[config.mk]
export PLATFORM = sky130hd
export DESIGN_NAME = sei_id_dev_flat
export DESIGN_NICKNAME = d
export VERILOG_FILES = /design/src/common/sei_pkg.sv /design/src/common/sei_link_if.sv /design/src/rtl/sei_id_dev.sv /design/src/flat_wrapper.sv
export SDC_FILE = /design/constraint.sdc
export NUM_CORES = 1
export LEC_CHECK = 0
export ABC_AREA = 1
export BUFFER_PORTS_ARGS = -buffer_cell sky130_fd_sc_hd__buf_4
export CORE_MARGIN = 2
export CORE_UTILIZATION = 64
export CTS_CLUSTER_SIZE = 16
export DETAILED_ROUTE_END_ITERATION = 10
export PLACE_DENSITY = 0.87
export RECOVER_POWER = 100
export SYNTH_ARGS = -nofsm -noshare
export SYNTH_HDL_FRONTEND = slang
export SYNTH_SLANG_ARGS = --single-unit
[constraint.sdc]
create_clock -name clk -period 2.81 [get_ports clk]
set_input_delay 0.1405 -clock clk [delete_from_list [all_inputs] [get_ports clk]]
set_output_delay 0.1405 -clock clk [all_outputs]
set_load 0.02 [all_outputs]
[src/common/sei_pkg.sv]
// Purpose: Shared constants for the identification-page link, both ends.
// Assumes: 25 MHz system clock; mode-0 serial link.
// Notes:   Byte ECC helpers live here so the page store stays compact.
package sei_pkg;
  localparam int CLK_NS            = 40;
  // Opcodes; A7 of the address byte picks lock status/lock over page access
  localparam logic [7:0] OP_UNLOCK = 8'h06;
  localparam logic [7:0] OP_RD     = 8'h83;
  localparam logic [7:0] OP_WR     = 8'h82;
  localparam logic [7:0] OP_NONE   = 8'h00;
  localparam logic [7:0] LOCK_ADDR = 8'h80;
  localparam int A7_BIT            = 7;
  localparam int LOCK_DATA_BIT     = 1;
  localparam int PAGE_BYTES        = 16;
  // Arbitrary identification value, three leading bytes
  localparam logic [23:0] ID_CODE  = 24'hA5C31E;
  localparam logic [7:0] ERASED    = 8'hFF;
  // Self-timed write cycle
  localparam int WRITE_CYCLE_NS    = 5000000;
  localparam int WRITE_CYCLE_CLKS  = WRITE_CYCLE_NS / CLK_NS;
  localparam int SCLK_HALF_CLKS    = 4;
  // Host register map and fields
  localparam logic [7:0] REG_CMD   = 8'h00;
  localparam logic [7:0] REG_ADDR  = 8'h04;
  localparam logic [7:0] REG_TX    = 8'h08;
  localparam logic [7:0] REG_STAT  = 8'h0C;
  localparam logic [7:0] REG_RX    = 8'h10;
  localparam int CMD_KIND_LSB      = 0;
  localparam int CMD_LEN_LSB       = 4;
  localparam logic [2:0] K_UNLOCK  = 3'h0;
  localparam logic [2:0] K_IDRD    = 3'h1;
  localparam logic [2:0] K_IDWR    = 3'h2;
  localparam logic [2:0] K_LSRD    = 3'h3;
  localparam logic [2:0] K_LOCK    = 3'h4;
  // Syndrome codes of data bits 7..0 (no power of two, all distinct)
  localparam logic [31:0] ECC_CODE = 32'hCBA97653;

  function automatic logic [3:0] ecc_gen(input logic [7:0] d);
    logic [3:0] c;
    c = 4'h0;
    for (int k = 0; k < 8; k++) begin
      if (d[k]) c = c ^ ECC_CODE[k*4 +: 4];
    end
    return c;
  endfunction

  // Codeword is {check[3:0], data[7:0]}; one flipped data bit is repaired
  function automatic logic [7:0] ecc_fix(input logic [11:0] cw);
    logic [3:0] syn;
    logic [7:0] d;
    d   = cw[7:0];
    syn = cw[11:8] ^ ecc_gen(cw[7:0]);
    for (int k = 0; k < 8; k++) begin
      if (syn == ECC_CODE[k*4 +: 4]) d[k] = ~d[k];
    end
    return d;
  endfunction
endpackage

[src/common/sei_link_if.sv]
// Purpose: Serial link between the page controller end and the device end.
// Assumes: One device on the wire; output enables are active low.
// Notes:   An undriven data-out line reads high, as with a pull-up.
`timescale 1ns/1ns
interface sei_link_if;
  logic cs_n;
  logic sclk;
  logic mosi;
  logic miso;
  logic miso_oe_n;
  wire  miso_line;

  // Resolve the shared data-out wire from its enable
  assign miso_line = miso_oe_n ? 1'b1 : miso;

  modport dev (
    input  cs_n,
    input  sclk,
    input  mosi,
    output miso,
    output miso_oe_n
  );
  modport host (
    output cs_n,
    output sclk,
    output mosi,
    input  miso_line
  );
endinterface

[src/rtl/sei_id_dev.sv]
// Purpose: Device end: identification page read, write, lock status, lock.
// Assumes: Mode-0 link sampled by clk; link clock far slower than clk.
// Notes:   rst_n is power-on reset; factory_rst_n loads the delivery state.
//
// Strobed register access and the address map were decided locally.
`timescale 1ns/1ns
// Functional notes
// - Page read shifts byte MSB first.
// - Master sends A8 zero, upper bits ignored.
// - Any page byte may start reads.
// - Sequential read advances address per byte.
// - Master never reads past page end.
// - Chip select rise ends read anytime.
// - Page read ignored during write cycle.
// - Leading bytes hold writable identification code.
// - Write needs opcode, address, data byte.
// - Write cycle starts at select rise.
// - Writes dropped when busy or fully protected.
// - Lock status read uses A7 one.
// - Lock flag sits in status LSB.
// - Status byte repeats while still selected.
// - Lock status read refused while busy.
// - Lock data byte carries bit one set.
// - Lock runs only on byte boundary.
// - Reset ignores orders, then idles deselected.
// - Reset clears permit latch and busy.
// - Single bit errors corrected per byte.
// - Delivery: identification code, protection off.
// - Data out driven only while selected.
// - Writes need prior write unlock order.
module sei_id_dev
  import sei_pkg::*;
#(
  parameter int WCYC = WRITE_CYCLE_CLKS
) (
  input  wire logic clk,
  input  wire logic rst_n,
  input  wire logic factory_rst_n,
  sei_link_if.dev   link,
  input  wire logic protect_hi_bit,
  input  wire logic protect_lo_bit,
  output logic      write_busy_flag,
  output logic      write_permit_latch,
  output logic      id_locked
);
  typedef enum logic [4:0] {
    D_CMD  = 5'b00001,
    D_ADDR = 5'b00010,
    D_WIN  = 5'b00100,
    D_OUT  = 5'b01000,
    D_SKIP = 5'b10000
  } sei_dst_t;

  sei_dst_t    state;
  logic        cs_m, cs_s, cs_d, sck_m, sck_s, sck_d, mo_m, mo_s;
  logic [2:0]  bit_cnt;
  logic [2:0]  out_cnt;
  logic [7:0]  in_sh;
  logic [7:0]  out_sh;
  logic [7:0]  opc;
  logic        a7;
  logic [4:0]  ptr;
  logic        got_data;
  logic        lock_arm;
  logic [7:0]  stage [PAGE_BYTES];
  logic [15:0] stage_v;
  logic [11:0] mem [PAGE_BYTES];
  logic [23:0] busy_cnt;

  // Edge detection reads only the second synchroniser stage
  wire       sel       = ~cs_s;
  wire       sck_rise  = sel & sck_s & ~sck_d;
  wire       sck_fall  = sel & ~sck_s & sck_d;
  wire       cs_rise   = cs_s & ~cs_d;
  wire       byte_done = sck_rise & (bit_cnt == 3'h7);
  wire [7:0] in_byte   = {in_sh[6:0], mo_s};
  wire       busy      = (busy_cnt != 24'h0);
  wire       prot_all  = protect_hi_bit & protect_lo_bit;
  wire [7:0] rd_byte   = ecc_fix(mem[ptr[3:0]]);
  wire [7:0] status    = {7'h00, id_locked};
  wire [7:0] cur_byte  = a7 ? status : rd_byte;
  wire       boundary  = (bit_cnt == 3'h0);
  // Write or lock is honoured only when every guard passes
  wire       wr_ok     = cs_rise & (opc == OP_WR) & got_data & boundary
                         & write_permit_latch & ~busy & ~prot_all
                         & ~id_locked;
  wire       do_lock   = wr_ok & a7 & lock_arm;
  wire       do_write  = wr_ok & ~a7;
  wire       do_unlock = cs_rise & (opc == OP_UNLOCK) & boundary & (state == D_SKIP);

  assign write_busy_flag = busy;

  // Two-stage synchronisers for the link pins
  always_ff @(posedge clk or negedge rst_n) begin
    if (!rst_n) begin
      cs_m  <= 1'b1;
      cs_s  <= 1'b1;
      cs_d  <= 1'b1;
      sck_m <= 1'b0;
      sck_s <= 1'b0;
      sck_d <= 1'b0;
      mo_m  <= 1'b0;
      mo_s  <= 1'b0;
    end else begin
      cs_m  <= link.cs_n;
      cs_s  <= cs_m;
      cs_d  <= cs_s;
      sck_m <= link.sclk;
      sck_s <= sck_m;
      sck_d <= sck_s;
      mo_m  <= link.mosi;
      mo_s  <= mo_m;
    end
  end

  // Input shifter and frame decoder; state is lost on every select rise
  always_ff @(posedge clk or negedge rst_n) begin
    if (!rst_n) begin
      state    <= D_CMD;
      bit_cnt  <= 3'h0;
      in_sh    <= 8'h00;
      opc      <= OP_NONE;
      a7       <= 1'b0;
      got_data <= 1'b0;
      lock_arm <= 1'b0;
      stage_v  <= 16'h0000;
    end else if (cs_rise) begin
      state    <= D_CMD;
      bit_cnt  <= 3'h0;
      opc      <= OP_NONE;
      got_data <= 1'b0;
      stage_v  <= 16'h0000;
    end else if (sck_rise) begin
      bit_cnt <= bit_cnt + 3'h1;
      in_sh   <= in_byte;
      if (byte_done) begin
        unique case (state)
          D_CMD: begin
            opc   <= in_byte;
            state <= (in_byte == OP_RD || in_byte == OP_WR) ? D_ADDR : D_SKIP;
          end
          D_ADDR: begin
            a7 <= in_byte[A7_BIT];
            if (opc == OP_WR) begin
              state <= D_WIN;
            end else begin
              state <= busy ? D_SKIP : D_OUT;
            end
          end
          D_WIN: begin
            got_data <= 1'b1;
            lock_arm <= in_byte[LOCK_DATA_BIT];
            if (!a7) begin
              stage[ptr[3:0]]   <= in_byte;
              stage_v[ptr[3:0]] <= 1'b1;
            end
          end
          D_OUT, D_SKIP: begin
          end
        endcase
      end
    end
  end

  // Page pointer and output shifter; data changes on falling link edges
  always_ff @(posedge clk or negedge rst_n) begin
    if (!rst_n) begin
      ptr     <= 5'h00;
      out_cnt <= 3'h0;
      out_sh  <= 8'h00;
      link.miso <= 1'b0;
    end else if (cs_rise) begin
      // Park the data bit low so a refused read shows zeros, not a stale bit
      link.miso <= 1'b0;
    end else if (byte_done && state == D_ADDR) begin
      ptr     <= in_byte[4:0];
      out_cnt <= 3'h0;
    end else if (byte_done && state == D_WIN) begin
      ptr <= ptr + 5'h01;
    end else if (sck_fall && state == D_OUT) begin
      out_cnt   <= out_cnt + 3'h1;
      link.miso <= (out_cnt == 3'h0) ? cur_byte[7] : out_sh[7];
      out_sh    <= (out_cnt == 3'h0) ? {cur_byte[6:0], 1'b0} : {out_sh[6:0], 1'b0};
      // Status mode holds the pointer so the same byte repeats
      if (out_cnt == 3'h7 && !a7) begin
        ptr <= ptr + 5'h01;
      end
    end
  end

  // Output enable follows select so a shared bus stays free otherwise
  always_ff @(posedge clk or negedge rst_n) begin
    if (!rst_n) begin
      link.miso_oe_n <= 1'b1;
    end else begin
      link.miso_oe_n <= cs_s;
    end
  end

  // Write permit latch and self-timed write cycle timer
  always_ff @(posedge clk or negedge rst_n) begin
    if (!rst_n) begin
      write_permit_latch <= 1'b0;
      busy_cnt           <= 24'h0;
    end else if (do_lock || do_write) begin
      write_permit_latch <= 1'b0;
      busy_cnt           <= 24'(WCYC);
    end else begin
      if (do_unlock) write_permit_latch <= 1'b1;
      if (busy) busy_cnt <= busy_cnt - 24'h1;
    end
  end

  // Nonvolatile page and lock flag; kept across power-on reset
  always_ff @(posedge clk or negedge factory_rst_n) begin
    if (!factory_rst_n) begin
      id_locked <= 1'b0;
      for (int i = 0; i < PAGE_BYTES; i++) begin
        mem[i] <= {ecc_gen(ERASED), ERASED};
      end
      mem[0] <= {ecc_gen(ID_CODE[23:16]), ID_CODE[23:16]};
      mem[1] <= {ecc_gen(ID_CODE[15:8]), ID_CODE[15:8]};
      mem[2] <= {ecc_gen(ID_CODE[7:0]), ID_CODE[7:0]};
    end else begin
      if (do_lock) id_locked <= 1'b1;
      for (int i = 0; i < PAGE_BYTES; i++) begin
        if (do_write && stage_v[i]) begin
          mem[i] <= {ecc_gen(stage[i]), stage[i]};
        end
      end
    end
  end
endmodule

[src/flat_wrapper.sv]
// flat-port wrapper written by rule: the top's interface ports become plain ports
module sei_id_dev_flat import sei_pkg::*;
#(
  parameter int WCYC = WRITE_CYCLE_CLKS
)
  (clk, rst_n, factory_rst_n, protect_hi_bit, protect_lo_bit, write_busy_flag, write_permit_latch, id_locked, link_cs_n, link_sclk, link_mosi, link_miso, link_miso_oe_n);
  sei_link_if link_i ();
  input  wire logic clk;
  input  wire logic rst_n;
  input  wire logic factory_rst_n;
  input  wire logic protect_hi_bit;
  input  wire logic protect_lo_bit;
  output logic write_busy_flag;
  output logic write_permit_latch;
  output logic id_locked;
  input wire logic [$bits(link_i.cs_n)-1:0] link_cs_n;
  input wire logic [$bits(link_i.sclk)-1:0] link_sclk;
  input wire logic [$bits(link_i.mosi)-1:0] link_mosi;
  output wire logic [$bits(link_i.miso)-1:0] link_miso;
  output wire logic [$bits(link_i.miso_oe_n)-1:0] link_miso_oe_n;
  assign link_i.cs_n = link_cs_n;
  assign link_i.sclk = link_sclk;
  assign link_i.mosi = link_mosi;
  assign link_miso = link_i.miso;
  assign link_miso_oe_n = link_i.miso_oe_n;
  sei_id_dev #(.WCYC(WCYC)) u_core (.clk(clk), .rst_n(rst_n), .factory_rst_n(factory_rst_n), .link(link_i), .protect_hi_bit(protect_hi_bit), .protect_lo_bit(protect_lo_bit), .write_busy_flag(write_busy_flag), .write_permit_latch(write_permit_latch), .id_locked(id_locked));
endmodule
==> run_results.csv, run 1 <==
group,metric,value,unit
setup_path,cp-startpoint,"u_core.ptr[0]",
cts,clock_sinks,411,
synth,synthFlopType,"dfstp_2",
cts,root_buffer,"clkbuf_16",
die,die_h,180,um
synth,synth_top_area_frac,0.201,
timing,max_freq,355,MHz
timing,postLayoutSetupSlackWorst,-0.0100,ns
synth,yosysTopAreaCell,"dfstp_2",
setup_path,critPathMaxStageDelay,0.53,ns
global_routing,first_global_vias,15200,
setup_path,critPathArrivalTime,3.28,ns
setup_path,reg2reg_to,"u_core.out_sh[3]",
timing,maxSlewViolCount,96,
setup_path,critPathKind,"register to register",
drt,via_per_inst,5.85,
synth,synth_edf_count,128,
die,fp-row-count,64,
finish,mostFrequentLayoutCell,"nand2_1",
finish,final_cell_mix,"nand2_1, inv_1, o21ai_0",
drt,wl,50.5,mm
finish,nets,2228,
die,core,30600,sq um
place,place_ws,0.105,ns
place,numPortBuffers,12,
setup_path,end_kind,"register",
die,io_pins,13,
setup_path,crit_path_top_delay_cell,"dfrtp_4",
power,worst_ir_drop_vdd,0.000625,V
place,dp_hpwl,32.6,mm
cts,cts_max_level,2,
drt,vias,15400,
drt,routed_wire_length_per_instance,19.2,um
die,start_util,0.650,
setup_path,r2r_slack,-0.01,ns
place,gp_congestion,0.951,
cts,clk_path_buf_depth,3,
global_routing,grt_max_degree,79,
synth,netlist_area,19900,sq um
timing,fin_skew,0.0249,ns
run_status,violations,"capacitance limit, slew limit, setup timing",
finish,multi_input_area,7540,sq um
drt,ant_nets,0,
timing,worst_pin_slew,2.01,ns
synth,syn_avg_cell_area,9.31,sq um
finish,drive_above_1_share,0.175,
finish,area.growth.synth_to_final,13.2,%
setup_path,crit_required,3.27,ns
global_routing,grt.total_usage,0.303,
cts,cts.clk_slew.worst_paths,0.06,ns
synth,synth.distinct_cells,45,
power,power.leakage,9.81,nW
cts,cts_tree,"done",
cts,insertion_delay,0.55,ns
finish,postLayoutCellArea,22500,sq um
global_routing,grt_pass1_wl,78.7,mm
synth,mappedNetlistNets,2154,
min_path,min_path_type,"primary input to register",
synth,ys_warn_count,0,
finish,seq_area,11100,sq um
cts,numCtsBuffers,42,
timing,finalSetupViolations,1,
timing,hold_viol,0,
power,cellPowerDensity,561,nW/um^2
setup_path,critical_path.most_common_cell,"nand2_1",
setup_path,r2r_cells,21,
die,die_area,32500,sq um
synth,seq_area_frac_synth,0.559,
synth,synthCells,2134,
timing,min_period,2.82,ns
setup_path,crit_path_cell_trace,"buf_12 -> buf_12 -> clkbuf_16 -> nand2_1 -> nand3_2 -> nand2_2 -> nand2_2 -> nand2_4 -> inv_2 -> nand2_4 -> nand2_1 -> nand3_1 -> nand2_2 -> inv_2 -> nand2_4 -> buf_4 -> a21oi_4 -> nand2_1 -> nand2_1 -> nand3_2 -> a21oi_1",
synth,synth_seq_cells,411,
setup_path,worst_r2r_startpoint,"u_core.ptr[0]",
synth,synth_area_leaders,"dfstp_2, edfxtp_1, dfrtp_1",
setup_path,path_max_fanout,15,
synth,async_flop_share,0.689,
die,die_w,180,um
setup_path,worstSetupStartpointType,"register",
timing,maxSlewHeadroom,-0.341,
timing,post-route-period-util,1.00,
run_status,status,"finished, violations left",
global_routing,overflow,0,
setup_path,crit_path_end,"u_core.out_sh[3]",
finish,antenna_cells,0,
global_routing,antenna_found_initial,1,
place,placed_cell_area,20600,sq um
finish,fill_cells,2038,
timing,rsz0062_at_grt,"yes",
job,cap_violations,2,
drt,route.detailed.drc,0,
drt,drt_first_iter_violations,1660,
drt,firstDrtPassIters,6,
==> Yosys cell counts (all sizes together) (12+ instances only) <==
master,number
a21oi,53
buf,57
clkbuf,13
dfrtp,131
dfstp,152
edfxtp,128
ha,12
inv,254
mux2i,20
nand2,590
nand3,97
nand4,13
nor2,127
nor3,13
o21a,16
o21ai,218
xnor2,132
xor2,75
==> worst min-delay path by stage <==
stage	depth (start not counted)	startpoint	to	slack, ns
after floorplan	0	rst_n	u_core.a7	-0.16
after global placement	1	rst_n	u_core.busy_cnt[9]	0.04
after detailed placement	1	rst_n	u_core.busy_cnt[10]	0.04
after CTS	2	rst_n	u_core.busy_cnt[21]	0.02
after global routing	6	protect_hi_bit	u_core.id_locked	0.20
final	6	protect_hi_bit	u_core.id_locked	0.19
==> power by group <==
part	switching (W)	internal (W)
registers	0.000128	0.00634
clock network	0.00235	0.00341
logic	0.000331	0.0000711
total	0.00281	0.00982
==> state kept, by name, indices dropped and copies added (netlist names), 5 cells and up <==
name / cells
u_core.mem: 192
u_core.stage: 128
u_core.busy_cnt: 24
u_core.stage_v: 16
u_core.opc: 8
u_core.in_sh: 7
u_core.out_sh: 7
u_core.state: 5
==> metrics by stage <==
stage | total power [W] | cells | hold WS (ns) | setup TNS [ns] | util
2_1_floorplan | 0.00663 | 2134 | -0.155 | 0 | -
3_3_place_gp | 0.00696 | 2533 | 0.0391 | 0 | 0.674
3_5_place_dp | 0.00697 | 2533 | 0.0439 | 0 | 0.674
4_1_cts | 0.0127 | 2616 | 0.0249 | 0 | 0.722
5_1_grt | 0.0129 | 2638 | 0.199 | -2.96 | 0.736
6_report | 0.0126 | 2638 | 0.195 | -0.0100 | 0.736
==> per-layer routing <==
metal  global-route usage  part of all wire  vias to the layer above
met3               0.0469             0.086                      161
met1                0.408              0.39                     7530
met2                0.500              0.48                      782
met5                    0                 0                        -
li1                     -                 -                     6951
met4                0.114             0.040                        0
==> worst max-delay path: cells and delay by family (launching register included) <==
family / cells / cell delay, ns
AOI/OAI and AO/OA: 2 / 0.34
DFF: 1 / 0.53
and+or+nand+nor: 13 / 1.15
buffers and inverters: 6 / 0.70
==> area by class of cell <==
cell class,count,area share
multi-input cells,1398,0.335
clock buffers,55,0.0503
repair buffers,100,0.0422
well taps,396,0.0220
clock inverters,23,0.0127
flip-flops and latches,411,0.494
inverters,255,0.0432
==> kinds of logic after synthesis <==
family / count (synthesis) / share of synthesized area
and+or+nand+nor: 855 / 0.181
DFF: 411 / 0.559
buffers and inverters: 325 / 0.0697
AOI/OAI and AO/OA: 303 / 0.0807
xor gates and xnor gates: 207 / 0.0912
muxes: 21 / 0.0106
adders and majority gates: 12 / 0.00755
==> timing repair <==
action	4_1_cts	5_1_grt
setup buffers	0	16
hold buffers	5	0
resized for setup	0	64
setup endpoints to repair	0	97
endpoints found under the hold margin	44	0
Note: power is estimated with default switching activity, not from simulation.
==> inputs of run 2 (changes only) <==
--- a/config.mk
+++ b/config.mk
@@ -7,8 +7,10 @@
 export LEC_CHECK = 0
 export ABC_AREA = 1
 export BUFFER_PORTS_ARGS = -buffer_cell sky130_fd_sc_hd__buf_4
+export CORE_ASPECT_RATIO = 0.6
 export CORE_MARGIN = 2
 export CORE_UTILIZATION = 64
+export CTS_BUF_LIST = sky130_fd_sc_hd__clkbuf_8 sky130_fd_sc_hd__clkbuf_16
 export CTS_CLUSTER_SIZE = 16
 export DETAILED_ROUTE_END_ITERATION = 10
 export PLACE_DENSITY = 0.87
==> run_results.csv, run 2 (synthesis gave the netlist of run 1 again) <==
group,metric,value,unit
timing,min_period,2.79,ns
global_routing,first_global_vias,15100,
die,start_util,0.658,
place,dp_cells,2556,
setup_path,critPathArrivalTime,3.22,ns
setup_path,path_buf_inv,6,
die,die_area,32500,sq um
timing,rsz0062_at_grt,"yes",
global_routing,grt.total_usage,0.336,
finish,area.growth.synth_to_final,12.3,%
setup_path,crit_required,3.24,ns
run_status,violations,"capacitance limit, slew limit",
run_status,status,"finished, violations left",
die,die_w,232,um
drt,firstDrtPassIters,7,
power,worst_ir_drop_vdd,0.00109,V
drt,routed_wire_length_per_instance,21.1,um
drt,drt_first_iter_violations,2357,
cts,cts_tree,"done",
setup_path,path_delay_family,"simple AND/OR/NAND/NOR gates",
cts,cts_max_level,2,
place,numPortBuffers,12,
setup_path,critPathMaxStageDelay,0.57,ns
drt,ant_nets,0,
global_routing,overflow,0,
timing,worst_pin_slew,2.45,ns
finish,final_cell_mix,"nand2_1, inv_1, o21ai_0",
drt,wl,55.8,mm
timing,maxSlewHeadroom,-0.634,
setup_path,crit_path_cell_trace,"buf_6 -> clkbuf_16 -> o211ai_1 -> nand2_1 -> nand2_1 -> nand2_1 -> inv_1 -> nand2_2 -> inv_1 -> nand2_2 -> nand2_4 -> inv_2 -> nand2_4 -> nand2_4 -> nor2_4 -> buf_4 -> nand3_1 -> nand3_1 -> a21oi_1",
timing,setup_tns,0,ns
job,cap_violations,4,
timing,maxSlewViolCount,122,
drt,vias,15800,
timing,whs,0.0645,ns
timing,fin_skew,0.0175,ns
timing,hold_viol,0,
timing,max_freq,359,MHz
setup_path,path_max_fanout,6,
global_routing,antenna_found_initial,3,
global_routing,grt_pass1_wl,83.6,mm
setup_path,end_kind,"register",
global_routing,busiest_layer,"met1",
place,place_ws,0.104,ns
cts,clock_sinks,411,
place,dp_hpwl,36.2,mm
cts,root_buffer,"clkbuf_16",
die,die_h,141,um
finish,fin_cells,2646,
cts,cts.clk_slew.worst_paths,0.07,ns
finish,mostFrequentLayoutCell,"nand2_1",
finish,top_register,"u_core.mem",
global_routing,grt_max_degree,87,
global_routing,grt_util_met2,0.489,
power,cellPowerDensity,534,nW/um^2
place,gp_congestion,0.990,
timing,post-route-period-util,0.992,
finish,nets,2231,
global_routing,met3_usage,0.106,
min_path,min_path_type,"primary input to register",
die,fp-row-count,49,
power,power.leakage,9.76,nW
timing,finalSetupViolations,0,
global_routing,grt_use_met1,0.491,
drt,route.detailed.drc,0,
finish,largest_register_ff_count,192,
timing,postLayoutSetupSlackWorst,0.0233,ns
cts,clk_path_buf_depth,3,
finish,fill_cells,1948,
setup_path,crit_path_top_delay_cell,"dfrtp_4",
die,core,30200,sq um
setup_path,critPathKind,"register to register",
drt,via_per_inst,5.96,
power,finalPower,0.0119,W
cts,insertion_delay,0.55,ns
cts,numCtsBuffers,36,
setup_path,worstSetupStartpointType,"register",
die,io_pins,13,
finish,drive_above_1_share,0.177,
run 2: cell types whose count changed in the layout (fill, tap and decap cells not counted), moves of 4 or more:
cell	previous run	this run
buf_12	13	9
buf_4	38	63
bufinv_16	6	2
clkbuf_1	27	14
clkbuf_16	48	42
clkbuf_2	8	3
clkbuf_4	10	3
clkbuf_8	1	6
inv_1	234	239
run 2: area by class of cell:
| type | count | area [sq um] | area share |
|---|---|---|---|
| Inverter | 255 | 970 | 0.0435 |
| Timing Repair Buffer | 109 | 1020 | 0.0456 |
| Clock inverter | 21 | 158 | 0.00706 |
| Clock buffer | 43 | 1010 | 0.0452 |
| Multi-Input combinational cell | 1398 | 7530 | 0.337 |
| Tap cell | 408 | 510 | 0.0229 |
| Sequential cell | 411 | 11100 | 0.498 |
| Antenna cell | 1 | 2.50 | 0.000112 |
run 2: power breakdown:
group          internal (W)  total [W]  switching (W)  leakage (nW)
Clock               0.00275    0.00501        0.00226         0.597
Sequential          0.00634    0.00649       0.000151          4.39
Combinational     0.0000735   0.000431       0.000357          4.77
run 2: repair_timing:
item	CTS	global route
gates resized for setup	0	60
setup buffers	0	14
hold buffers	5	0
setup endpoints to repair	0	44
endpoints found under the hold margin	54	0
run 2: stage by stage:
| stage | instance area [sq um] | utilization |
|---|---|---|
| global route | 22300 | 0.738 |
| floorplan | 19900 | - |
| CTS | 21900 | 0.726 |
| finish | 22300 | 0.738 |
| global placement | 20700 | 0.686 |
| detailed placement | 20700 | 0.686 |
run 2: path summary, 6_finish.rpt:
kind	from	end	slack (ns)	cells past startpoint
worst max-delay path	u_core.ptr[0]	u_core.out_sh[7]	0.02	19
worst min-delay path	protect_lo_bit	u_core.id_locked	0.06	6
worst max register to register	u_core.ptr[0]	u_core.out_sh[7]	0.02	19
worst min register to register	u_core.mo_m	u_core.mo_s	0.35	0
max in group asynchronous	factory_rst_n	u_core.mem[139]	0.43	3
min in group asynchronous	rst_n	u_core.busy_cnt[8]	0.09	2
run 2: worst reg2reg max path, delay by kind of cell (launching register included):
| kind | cells | cell delay (ns) |
|---|---|---|
| buf+inv | 6 | 0.65 |
| compound gates | 2 | 0.45 |
| simple gates | 11 | 1.01 |
| flops | 1 | 0.57 |
run 2: layer usage:
layer	vias to the layer above	routed length, um	share of wire
met4	0	1600	0.029
met1	7571	22100	0.40
met3	152	8240	0.15
met2	1113	23900	0.43
met5	-	0	0
li1	6943	-	-
